<file path="src/common/pepfc_map.vh">
// How it works
// pipe enable drives PE6:5 queue status
// protected bits write once or skip-first
// e_clock disable writable per single-chip mode
// E pin input only in peripheral
// PE4 carries E clock unless disabled
// PE3 low strobe when enabled, mode-gated
// narrow expanded: PE3 high output at reset
// sample PE3 at E fall for tag
// PE2 read/write in expanded modes (not single-chip or peripheral) when enabled
// calibration enable free, selects PE7 function
// PE7 data enable or inverted E
// select bit ignored single-chip/peripheral
// pulls only on inputs; regs hidden peripheral
// port E pulls only PE7, PE3:0
// A/B pulls off while bus used
// G/H pull devices follow enable
// low drive per port, all outputs
// data-enable disable bit governs PE7
// normal expanded reset: only data enable, E
// write-once flag for the assignment and reduced drive registers
`ifndef PEPFC_MAP_VH
`define PEPFC_MAP_VH
// ==========================================
// register byte offsets
`define PEPFC_ADDR_ASGN 4'h0
`define PEPFC_ADDR_PULL 4'h4
`define PEPFC_ADDR_RDRV 4'h8
`define PEPFC_ADDR_CTRL 4'hC
// ==========================================
// assignment register bits
`define PEPFC_B_DENDIS 7
`define PEPFC_B_CGMT 6
`define PEPFC_B_PIPE 5
`define PEPFC_B_NECK 4
`define PEPFC_B_LSTR 3
`define PEPFC_B_RWEN 2
`define PEPFC_B_CALEN 1
`define PEPFC_B_SEL 0
// pull register bits
`define PEPFC_B_PH 7
`define PEPFC_B_PG 6
`define PEPFC_B_PE 4
`define PEPFC_B_PB 1
`define PEPFC_B_PA 0
// ==========================================
// mode codes
`define PEPFC_M_NSC 3'h0
`define PEPFC_M_NEXN 3'h1
`define PEPFC_M_NEXW 3'h2
`define PEPFC_M_PER 3'h3
`define PEPFC_M_SSC 3'h4
`define PEPFC_M_SEXN 3'h5
`define PEPFC_M_SEXW 3'h6
// ==========================================
// reset values by mode
`define PEPFC_RST_NEX 8'h00
`define PEPFC_RST_SEX 8'h2C
`define PEPFC_RST_PER 8'hD0
`define PEPFC_RST_NSC 8'h90
`define PEPFC_RST_SSC 8'h2C
`define PEPFC_RST_PULL 8'hD3
`define PEPFC_RST_RDRV 8'h00
`define PEPFC_RST_PIN_LVL 8'h08
`define PEPFC_RST_PIN_OE 8'h08
`define PEPFC_PULL_E_MASK 8'h8F
`define PEPFC_RESP_OK 2'h0
`define PEPFC_RESP_ERR 2'h2
`endif

</file>
<file path="src/hdl/pepfc_top.v">
`timescale 1ns/10ps
`include "pepfc_map.vh"
module pepfc_top (
  input wire clk_sys_in, // system clock
  input wire rst_in, // async reset, high
  input wire [2:0] mode_in, // operating mode code
  input wire e_stretch_ctrl_in, // E stretch control
  input wire debug_tagging_in, // debug tagging active
  input wire e_clock_in, // internal E clock
  input wire e_clock_pin_in, // E pin level
  input wire [1:0] pipe_status_in, // queue status
  input wire clock_test_in, // clock module test signal
  input wire low_byte_strobe_in, // bus low strobe
  input wire bus_read_in, // bus direction, high read
  input wire data_bus_enable_n_in, // data bus enable, low
  input wire cal_ref_in, // calibration reference
  input wire [7:0] pe_gpio_out_in, // gpio data for port E
  input wire [7:0] pe_gpio_dir_in, // gpio direction, 1 out
  input wire [7:0] pe_pin_in, // port E pin levels
  input wire [4:0] port_dir_any_in, // any output per port
  input wire [31:0] s_axi_awaddr, // write address
  input wire s_axi_awvalid, // write address valid
  output reg s_axi_awready, // write address ready
  input wire [31:0] s_axi_wdata, // write data
  input wire [3:0] s_axi_wstrb, // write strobes
  input wire s_axi_wvalid, // write data valid
  output reg s_axi_wready, // write data ready
  output reg [1:0] s_axi_bresp, // write response
  output reg s_axi_bvalid, // write response valid
  input wire s_axi_bready, // response ready
  input wire [31:0] s_axi_araddr, // read address
  input wire s_axi_arvalid, // read address valid
  output reg s_axi_arready, // read address ready
  output reg [31:0] s_axi_rdata, // read data
  output reg [1:0] s_axi_rresp, // read response
  output reg s_axi_rvalid, // read data valid
  input wire s_axi_rready, // read ready
  output reg [7:0] pe_pin_out, // port E drive level
  output reg [7:0] pe_pin_oe_out, // port E enable, high drives
  output reg [7:0] pe_pull_out, // port E pull-up on
  output reg e_clock_is_input_out, // E pin is input
  output reg low_byte_tag_out, // tag pulse
  output reg [4:0] pull_active_out, // A,B,E,G,H pulls
  output reg [4:0] low_drive_out // A,B,E,G,H reduced drive
);
  // ==========================================
  // mode decode
  function is_special;
    input [2:0] m;
    begin
      is_special = m[2];
    end
  endfunction
  function is_single;
    input [2:0] m;
    begin
      is_single = (m == `PEPFC_M_NSC) || (m == `PEPFC_M_SSC);
    end
  endfunction
  // one-hot register select; upper address bits must be zero
  // so that aliases above the block answer with an error
  function [3:0] reg_dec;
    input [31:0] a;
    begin
      reg_dec = 4'h0;
      if (a[31:4] == 28'h0) begin
        case (a[3:0])
          `PEPFC_ADDR_ASGN: begin
            reg_dec = 4'h1;
          end
          `PEPFC_ADDR_PULL: begin
            reg_dec = 4'h2;
          end
          `PEPFC_ADDR_RDRV: begin
            reg_dec = 4'h4;
          end
          `PEPFC_ADDR_CTRL: begin
            reg_dec = 4'h8;
          end
          default: begin
            reg_dec = 4'h0;
          end
        endcase
      end
    end
  endfunction
  wire sc = is_single(mode_in);
  wire per = (mode_in == `PEPFC_M_PER);
  wire exp = !sc && !per;
  wire spec = is_special(mode_in);
  wire nexn = (mode_in == `PEPFC_M_NEXN);
  wire sexp = (mode_in == `PEPFC_M_SEXN) || (mode_in == `PEPFC_M_SEXW);
  reg [7:0] port_e_pin_assignment_q;
  reg [7:0] pull_q;
  reg [7:0] rdrv_q;
  reg port_e_pin_assignment_wr_q; // first write seen
  reg rdrv_wr_q;
  reg [7:0] port_e_pin_assignment_rst;
  reg rst_load_q;
  always @* begin
    case (mode_in)
      `PEPFC_M_NSC: port_e_pin_assignment_rst = `PEPFC_RST_NSC;
      `PEPFC_M_PER: port_e_pin_assignment_rst = `PEPFC_RST_PER;
      `PEPFC_M_SSC: port_e_pin_assignment_rst = `PEPFC_RST_SSC;
      `PEPFC_M_SEXN, `PEPFC_M_SEXW: port_e_pin_assignment_rst = `PEPFC_RST_SEX;
      default: port_e_pin_assignment_rst = `PEPFC_RST_NEX;
    endcase
  end
  // ==========================================
  // bus slave
  reg [31:0] aw_q;
  reg aw_have_q;
  reg [31:0] wd_q;
  reg [3:0] ws_q;
  reg w_have_q;
  wire wr_go = aw_have_q && w_have_q && !s_axi_bvalid;
  wire [3:0] wsel = reg_dec(aw_q);
  wire [3:0] rsel = reg_dec(s_axi_araddr);
  wire hidden_w = per && !wsel[3];
  wire wmap = |wsel[2:0];
  wire wr_ok = wr_go && wmap && !hidden_w && ws_q[0];
  // protected mask: write-once/skip-first group
  wire [7:0] prot = 8'hAD;
  wire port_e_pin_assignment_allow = spec ? port_e_pin_assignment_wr_q : !port_e_pin_assignment_wr_q;
  wire neck_allow = (mode_in == `PEPFC_M_SSC) ||
    ((mode_in == `PEPFC_M_NSC) && !port_e_pin_assignment_wr_q);
  wire cgmt_allow = spec && port_e_pin_assignment_wr_q;
  reg [7:0] port_e_pin_assignment_d;
  always @* begin
    port_e_pin_assignment_d = port_e_pin_assignment_q;
    port_e_pin_assignment_d[`PEPFC_B_CALEN] = wd_q[`PEPFC_B_CALEN];
    if (port_e_pin_assignment_allow) begin
      port_e_pin_assignment_d = (port_e_pin_assignment_d & ~prot) | (wd_q[7:0] & prot);
    end
    if (neck_allow) begin
      port_e_pin_assignment_d[`PEPFC_B_NECK] = wd_q[`PEPFC_B_NECK];
    end
    if (cgmt_allow) begin
      port_e_pin_assignment_d[`PEPFC_B_CGMT] = wd_q[`PEPFC_B_CGMT];
    end
  end
  always @(posedge clk_sys_in or posedge rst_in) begin
    if (rst_in) begin
      aw_have_q <= 1'b0;
      w_have_q <= 1'b0;
      aw_q <= 32'h0;
      wd_q <= 32'h0;
      ws_q <= 4'h0;
      s_axi_awready <= 1'b0;
      s_axi_wready <= 1'b0;
      s_axi_bvalid <= 1'b0;
      s_axi_bresp <= `PEPFC_RESP_OK;
      s_axi_arready <= 1'b0;
      s_axi_rvalid <= 1'b0;
      s_axi_rdata <= 32'h0;
      s_axi_rresp <= `PEPFC_RESP_OK;
      port_e_pin_assignment_q <= `PEPFC_RST_NEX;
      pull_q <= `PEPFC_RST_PULL;
      rdrv_q <= `PEPFC_RST_RDRV;
      port_e_pin_assignment_wr_q <= 1'b0;
      rdrv_wr_q <= 1'b0;
      rst_load_q <= 1'b1;
    end else begin
      // mode straps caught first cycle after release
      rst_load_q <= 1'b0;
      if (rst_load_q) begin
        port_e_pin_assignment_q <= port_e_pin_assignment_rst;
      end
      s_axi_awready <= !aw_have_q && s_axi_awvalid && !s_axi_awready;
      s_axi_wready <= !w_have_q && s_axi_wvalid && !s_axi_wready;
      if (s_axi_awvalid && s_axi_awready) begin
        aw_have_q <= 1'b1;
        aw_q <= s_axi_awaddr;
      end
      if (s_axi_wvalid && s_axi_wready) begin
        w_have_q <= 1'b1;
        wd_q <= s_axi_wdata;
        ws_q <= s_axi_wstrb;
      end
      if (wr_go && !rst_load_q) begin
        aw_have_q <= 1'b0;
        w_have_q <= 1'b0;
        s_axi_bvalid <= 1'b1;
        s_axi_bresp <= (wmap && !hidden_w) ? `PEPFC_RESP_OK : `PEPFC_RESP_ERR;
        if (wr_ok && wsel[0]) begin
          port_e_pin_assignment_q <= port_e_pin_assignment_d;
          port_e_pin_assignment_wr_q <= 1'b1;
        end
        if (wr_ok && wsel[1]) begin
          pull_q <= wd_q[7:0];
        end
        if (wr_ok && wsel[2]) begin
          if (spec ? rdrv_wr_q : !rdrv_wr_q) begin
            rdrv_q <= wd_q[7:0];
          end
          rdrv_wr_q <= 1'b1;
        end
      end else if (s_axi_bvalid && s_axi_bready) begin
        s_axi_bvalid <= 1'b0;
      end
      s_axi_arready <= s_axi_arvalid && !s_axi_arready && !s_axi_rvalid;
      if (s_axi_arvalid && s_axi_arready) begin
        s_axi_rvalid <= 1'b1;
        s_axi_rresp <= `PEPFC_RESP_OK;
        s_axi_rdata <= 32'h0;
        if (rsel[3]) begin
          s_axi_rdata <= {26'h0, port_e_pin_assignment_wr_q, rdrv_wr_q, 1'b0, mode_in};
        end else if (rsel[2:0] == 3'h0) begin
          s_axi_rresp <= `PEPFC_RESP_ERR;
        end else if (per) begin
          // hidden registers in peripheral mode still answer, with an error
          s_axi_rresp <= `PEPFC_RESP_ERR;
        end else if (rsel[0]) begin
          s_axi_rdata <= {24'h0, port_e_pin_assignment_q};
        end else if (rsel[1]) begin
          s_axi_rdata <= {24'h0, pull_q};
        end else begin
          s_axi_rdata <= {24'h0, rdrv_q};
        end
      end else if (s_axi_rvalid && s_axi_rready) begin
        s_axi_rvalid <= 1'b0;
      end
    end
  end
  // ==========================================
  // pin function mux
  localparam [7:0] pin_lvl_rst = `PEPFC_RST_PIN_LVL;
  localparam [7:0] pin_oe_rst = `PEPFC_RST_PIN_OE;
  localparam [7:0] pull_mask = `PEPFC_PULL_E_MASK;
  reg [7:0] fo;
  reg [7:0] fe;
  reg [7:0] alt;
  always @* begin
    alt = 8'h00;
    fo = pe_gpio_out_in;
    fe = pe_gpio_dir_in & 8'hFC; // PE1:0 input only
    if (port_e_pin_assignment_q[`PEPFC_B_PIPE] && exp) begin
      alt[6:5] = 2'b11;
      fo[6:5] = pipe_status_in;
    end else if (port_e_pin_assignment_q[`PEPFC_B_CGMT] && (per || sexp)) begin
      alt[6] = 1'b1;
      fo[6] = clock_test_in;
    end
    if (!port_e_pin_assignment_q[`PEPFC_B_NECK] && !per && !(sc && e_stretch_ctrl_in)) begin
      alt[4] = 1'b1;
      fo[4] = e_clock_in;
    end
    if (nexn) begin
      alt[3] = 1'b1;
      fo[3] = 1'b1;
    end else if (port_e_pin_assignment_q[`PEPFC_B_LSTR] && exp) begin
      alt[3] = 1'b1;
      fo[3] = low_byte_strobe_in;
    end
    if (port_e_pin_assignment_q[`PEPFC_B_RWEN] && exp) begin
      alt[2] = 1'b1;
      fo[2] = bus_read_in;
    end
    if (exp && !port_e_pin_assignment_q[`PEPFC_B_DENDIS]) begin
      alt[7] = 1'b1;
      fo[7] = port_e_pin_assignment_q[`PEPFC_B_SEL] ? !e_clock_in : data_bus_enable_n_in;
    end else if (port_e_pin_assignment_q[`PEPFC_B_CALEN]) begin
      alt[7] = 1'b1;
      fo[7] = cal_ref_in;
    end
    fe = fe & ~alt;
    fe = fe | alt;
  end
  reg e_prev_q;
  always @(posedge clk_sys_in or posedge rst_in) begin
    if (rst_in) begin
      e_clock_is_input_out <= 1'b0;
      low_byte_tag_out <= 1'b0;
      pull_active_out <= 5'h00;
      low_drive_out <= 5'h00;
      e_prev_q <= 1'b0;
    end else begin
      e_clock_is_input_out <= per;
      pull_active_out[0] <= pull_q[`PEPFC_B_PA] && sc && !port_dir_any_in[0];
      pull_active_out[1] <= pull_q[`PEPFC_B_PB] && sc && !port_dir_any_in[1];
      pull_active_out[2] <= pull_q[`PEPFC_B_PE] && (|(pull_mask & ~fe));
      pull_active_out[3] <= pull_q[`PEPFC_B_PG] && !port_dir_any_in[3];
      pull_active_out[4] <= pull_q[`PEPFC_B_PH] && !port_dir_any_in[4];
      low_drive_out <= {rdrv_q[7], rdrv_q[6], rdrv_q[4], rdrv_q[1], rdrv_q[0]};
      e_prev_q <= e_clock_in;
      // low on PE3 at E falling edge tags low byte
      low_byte_tag_out <= e_prev_q && !e_clock_in && sexp &&
        port_e_pin_assignment_q[`PEPFC_B_LSTR] && debug_tagging_in && !pe_pin_in[3];
    end
  end
  // ==========================================
  // per-pin output flops
  genvar gi;
  generate
    for (gi = 0; gi < 8; gi = gi + 1) begin : g_pin
      always @(posedge clk_sys_in or posedge rst_in) begin
        if (rst_in) begin
          // reset value cannot follow the mode, so PE3 is a high output
          // through every reset; narrow expanded boot needs it that way
          pe_pin_out[gi] <= pin_lvl_rst[gi];
          pe_pin_oe_out[gi] <= pin_oe_rst[gi];
          pe_pull_out[gi] <= 1'b0;
        end else begin
          pe_pin_out[gi] <= fo[gi];
          pe_pin_oe_out[gi] <= fe[gi];
          // pulls only on pull-capable pins that are not driven
          pe_pull_out[gi] <= pull_q[`PEPFC_B_PE] && pull_mask[gi] && !fe[gi];
        end
      end
    end
  endgenerate
endmodule // pepfc_top

</file>
<file path="config.mk">
export PLATFORM = sky130hd
export DESIGN_NAME = pepfc_top
export DESIGN_NICKNAME = d
export VERILOG_FILES = /design/src/hdl/pepfc_top.v
export VERILOG_INCLUDE_DIRS = /design/src /design/src/common
export SDC_FILE = /design/constraint.sdc
export NUM_CORES = 1
export LEC_CHECK = 0
export BUFFER_PORTS_ARGS = -buffer_cell sky130_fd_sc_hd__buf_2
export CORE_UTILIZATION = 43
export CTS_BUF_LIST = sky130_fd_sc_hd__clkbuf_8
export CTS_CLUSTER_SIZE = 12
export DETAILED_ROUTE_END_ITERATION = 10
export GPL_ROUTABILITY_DRIVEN = 0
export HOLD_SLACK_MARGIN = 0.05
export PLACE_DENSITY = 0.81
export SYNTH_ARGS = -nofsm -noshare
export SYNTH_HDL_FRONTEND = slang
export SYNTH_SLANG_ARGS = --single-unit
</file>
<file path="constraint.sdc">
create_clock -name clk_sys_in -period 4.7 [get_ports clk_sys_in]
set_input_delay 0.94 -clock clk_sys_in [delete_from_list [all_inputs] [get_ports clk_sys_in]]
set_output_delay 0.94 -clock clk_sys_in [all_outputs]
set_load 0.05 [all_outputs]
</file>
==> results.sh <==
export IMPL_outcome="finished clean"
export IMPL_die_height_um=111
export IMPL_setup_worst_path_end="pull_q[3]$_DFFE_PP0P_"
export IMPL_post_cts_repair_setup_buffers=0
export IMPL_grt_antenna_before_repair=0
export IMPL_fillers=983
export IMPL_unrepaired_setup_endpoints_after_global_routing="false"
export IMPL_min_path_cells=0
export IMPL_cp_num_buf_inv=1
export IMPL_initial_core_util=0.441
export IMPL_clock_tree_root_cell="sky130_fd_sc_hd__clkbuf_8"
export IMPL_synth_lib_cells_used_distinct=50
export IMPL_detailroute_via_count=3645
export IMPL_area_occupied_by_registers_um2=2890
export IMPL_io_pins=227
export IMPL_cells_taking_the_most_area_after_synthesis="sky130_fd_sc_hd__dfrtp_1 (53%), sky130_fd_sc_hd__mux2_2 (12%), sky130_fd_sc_hd__buf_4 (5.0%)"
export IMPL_worst_setup_path_type="in2reg"
export IMPL_cts_buffers=17
export IMPL_path_cells="buf_2, and3b_1, nor4_4, nand4_2, or3b_1, mux2_4"
export IMPL_first_pass_grt_wire_length_um=18300
export IMPL_cts_hold_buffers_added=0
export IMPL_die_width_um=111
export IMPL_slew_headroom=0.171
export IMPL_synth_warnings=0
export IMPL_preCtsSetupSlack_ps=1490
export IMPL_portion_of_the_post_synthesis_area_used_by_sequential_elements=0.570
export IMPL_cts_max_level=4
export IMPL_clk_insertion_delay_late_ps=440
export IMPL_r2r_end="pull_q[3]$_DFFE_PP0P_"
export IMPL_min_period_over_period=0.596
export IMPL_critPathMaxStageDelay_ps=680
export IMPL_powerDensity_nw_per_um2=466
export IMPL_fin_crit_period_ps=2800
export IMPL_setup_viol_count_final=0
export IMPL_detail_route_antenna_nets=0
export IMPL_cp_arrival_ps=3110
export IMPL_power_leakage_nw=3.14
export IMPL_area_inside_the_core_boundary_um2=11500
export IMPL_reg2reg_depth=5
export IMPL_die_area_um2=12200
export IMPL_path_clk_slew_ps=70
export IMPL_grt_max_degree=48
export IMPL_max_vdd_ir_drop_uv=298
export IMPL_area_growth_synth_to_final_pct=23.7
export IMPL_worst_hold_path_type="reg2reg"
export IMPL_route_detailed_wl_per_inst_um=15.4
export IMPL_critPathLaunchType="input pin"
export IMPL_cts_repair_resized=0
export IMPL_syn_inst=410
export IMPL_totalPowerFinal_w=0.00292
export IMPL_grt_overflow_total=0
export IMPL_timing_critical_path_fanout_max=11
export IMPL_yosysTopAreaCell="sky130_fd_sc_hd__dfrtp_1"
export IMPL_drc=0
export IMPL_finalNetCount=723
export IMPL_synthDominantCellAreaShare=0.529
export IMPL_hp_start="rdrv_q[6]$_DFFE_PP0P_"
export IMPL_detail_route_iter0_violations=113
export IMPL_number_of_synthesized_register_bits=115
export IMPL_yosys_most_used_dff="sky130_fd_sc_hd__dfrtp_1"
export IMPL_timing_max_cap_violations=0
export IMPL_average_via_count_per_standard_cell=5.01
export IMPL_synth_async_sr_flop_share=1.00
export IMPL_dpl_hpwl_um=8380
export IMPL_placedCellCount=695
export IMPL_totalNegativeSetupSlack_ps=0
export IMPL_crit_cells=6
export IMPL_tightestPinTransition_ps=1240
export IMPL_vias_in_the_first_global_route=3733
export IMPL_synthesis_area_um2=5060
export IMPL_source_of_the_critical_timing_path="mode_in[2]"
export IMPL_clkSinkCount=115
export IMPL_fraction_of_final_layout_cells_sized_beyond_drive_strength_1=0.457
export IMPL_most_common_cell_in_the_netlist="sky130_fd_sc_hd__dfrtp_1"
export IMPL_crit_family="simple AND/OR/NAND/NOR gates"
export IMPL_clock_path_buffers=2
export IMPL_diodes=0
export IMPL_synth_edff_count=0
export IMPL_finish_utilization=0.546
export IMPL_reg2reg_setup_slack_ps=2020
export IMPL_worst_clock_skew_ps=10.5
export IMPL_drt_wl_total_um=11200
export IMPL_cts_tree="yes"
export IMPL_cp_slowest_cell="sky130_fd_sc_hd__or3b_1"
export IMPL_stdcell_count=727
export IMPL_grt_util_all_layers=0.195
export IMPL_max_freq_ghz=0.357
export IMPL_multi_input_combinational_cell_area_um2=1930
export IMPL_critical_path_required_ps=5010
export IMPL_post_route_worst_setup_slack_ps=1900
export IMPL_synth_top_cells_by_count="sky130_fd_sc_hd__dfrtp_1 (107), sky130_fd_sc_hd__mux2_2 (53), sky130_fd_sc_hd__buf_4 (34)"
export IMPL_synth_area_per_cell_um2=12.3
export IMPL_final_max_slew_viol_count=0
export IMPL_io_buffers=157
export IMPL_reg2reg_from="aw_q[31]$_DFFE_PP0P_"
export IMPL_hold_viol=0
export IMPL_setup_worst_path_end_class="flip-flop"
export IMPL_first_pass_iters=4
export IMPL_floorplan_rows=39
[report_power, final]
group          internal, W  switching (W)
combinational     0.000262       0.000338
sequential         0.00121       0.000155
clock             0.000557       0.000389
total              0.00203       0.000882
[final cells by class]
| cell class | instances | area share |
|---|---|---|
| sequential | 115 | 0.461 |
| multi-input combinational | 267 | 0.309 |
| timing repair buffer | 160 | 0.129 |
| clock buffer | 20 | 0.0440 |
| tap | 143 | 0.0286 |
| clock inverter | 12 | 0.0220 |
| inverter | 10 | 0.00640 |
[cells in the final DEF, fill, tap and decap left out, types with 4 or more instances in the layout]
cell type / n
sky130_fd_sc_hd__nor3_1: 10
sky130_fd_sc_hd__a21oi_1: 11
sky130_fd_sc_hd__nor4_1: 11
sky130_fd_sc_hd__clkinv_2: 5
sky130_fd_sc_hd__mux2_4: 7
sky130_fd_sc_hd__dfrtp_1: 107
sky130_fd_sc_hd__nand4_1: 4
sky130_fd_sc_hd__a22o_1: 5
sky130_fd_sc_hd__conb_1: 32
sky130_fd_sc_hd__nor2b_1: 6
sky130_fd_sc_hd__a21boi_0: 4
sky130_fd_sc_hd__mux2i_1: 12
sky130_fd_sc_hd__nor2_1: 19
sky130_fd_sc_hd__dfstp_2: 8
sky130_fd_sc_hd__o21ai_0: 21
sky130_fd_sc_hd__inv_1: 11
sky130_fd_sc_hd__buf_2: 157
sky130_fd_sc_hd__clkbuf_8: 20
sky130_fd_sc_hd__mux2_2: 53
sky130_fd_sc_hd__nand2_1: 22
[state kept, by name, indices dropped and copies added (netlist names), 5 cells and up]
register and flops:
port_e_pin_assignment_q 8, pe_pin_oe_out 6, rdrv_q 8, pull_q 8, wd_q 8, pull_active_out 5, low_drive_out 5, aw_q 32
pe_pin_out 8, s_axi_rdata 8
[metal layers]
layer	track usage	vias up	wire [µm]
li1	-	1717	-
met1	0.220	1756	4480
met2	0.324	159	5630
met3	0.0851	13	919
met4	0.0773	0	150
met5	0	-	0
[cell families (layout without fill, tap and decap cells)]
| group | count (synthesis) | in the layout | share of synthesized area |
|---|---|---|---|
| compound gates | 56 | 56 | 0.0707 |
| xor+xnor | 2 | 2 | 0.00346 |
| buf+inv | 59 | 202 | 0.0709 |
| flops | 115 | 115 | 0.570 |
| mux | 72 | 72 | 0.162 |
| other cells | 1 | 32 | 0.000741 |
| fa+ha+maj | 2 | 2 | 0.00494 |
| simple gates | 103 | 103 | 0.116 |
[how the worst min path moves through the flow]
stage | slack (ps) | to
3_3_place_gp | 390 | low_drive_out[1]$_DFF_PP0_
4_1_cts | 410 | low_drive_out[3]$_DFF_PP0_
5_1_grt | 420 | low_drive_out[1]$_DFF_PP0_
3_5_place_dp | 400 | low_drive_out[3]$_DFF_PP0_
2_1_floorplan | 370 | low_drive_out[3]$_DFF_PP0_
6_report | 410 | low_drive_out[3]$_DFF_PP0_
[metrics by stage]
| stage | hold slack (ps) | area (µm²) |
|---|---|---|
| 2_1_floorplan | 370 | 5180 |
| 3_3_place_gp | 392 | 5850 |
| 3_5_place_dp | 396 | 5850 |
| 4_1_cts | 412 | 6260 |
| 5_1_grt | 422 | 6260 |
| 6_report | 412 | 6260 |
No activity file was read; power rests on OpenSTA's default activity.
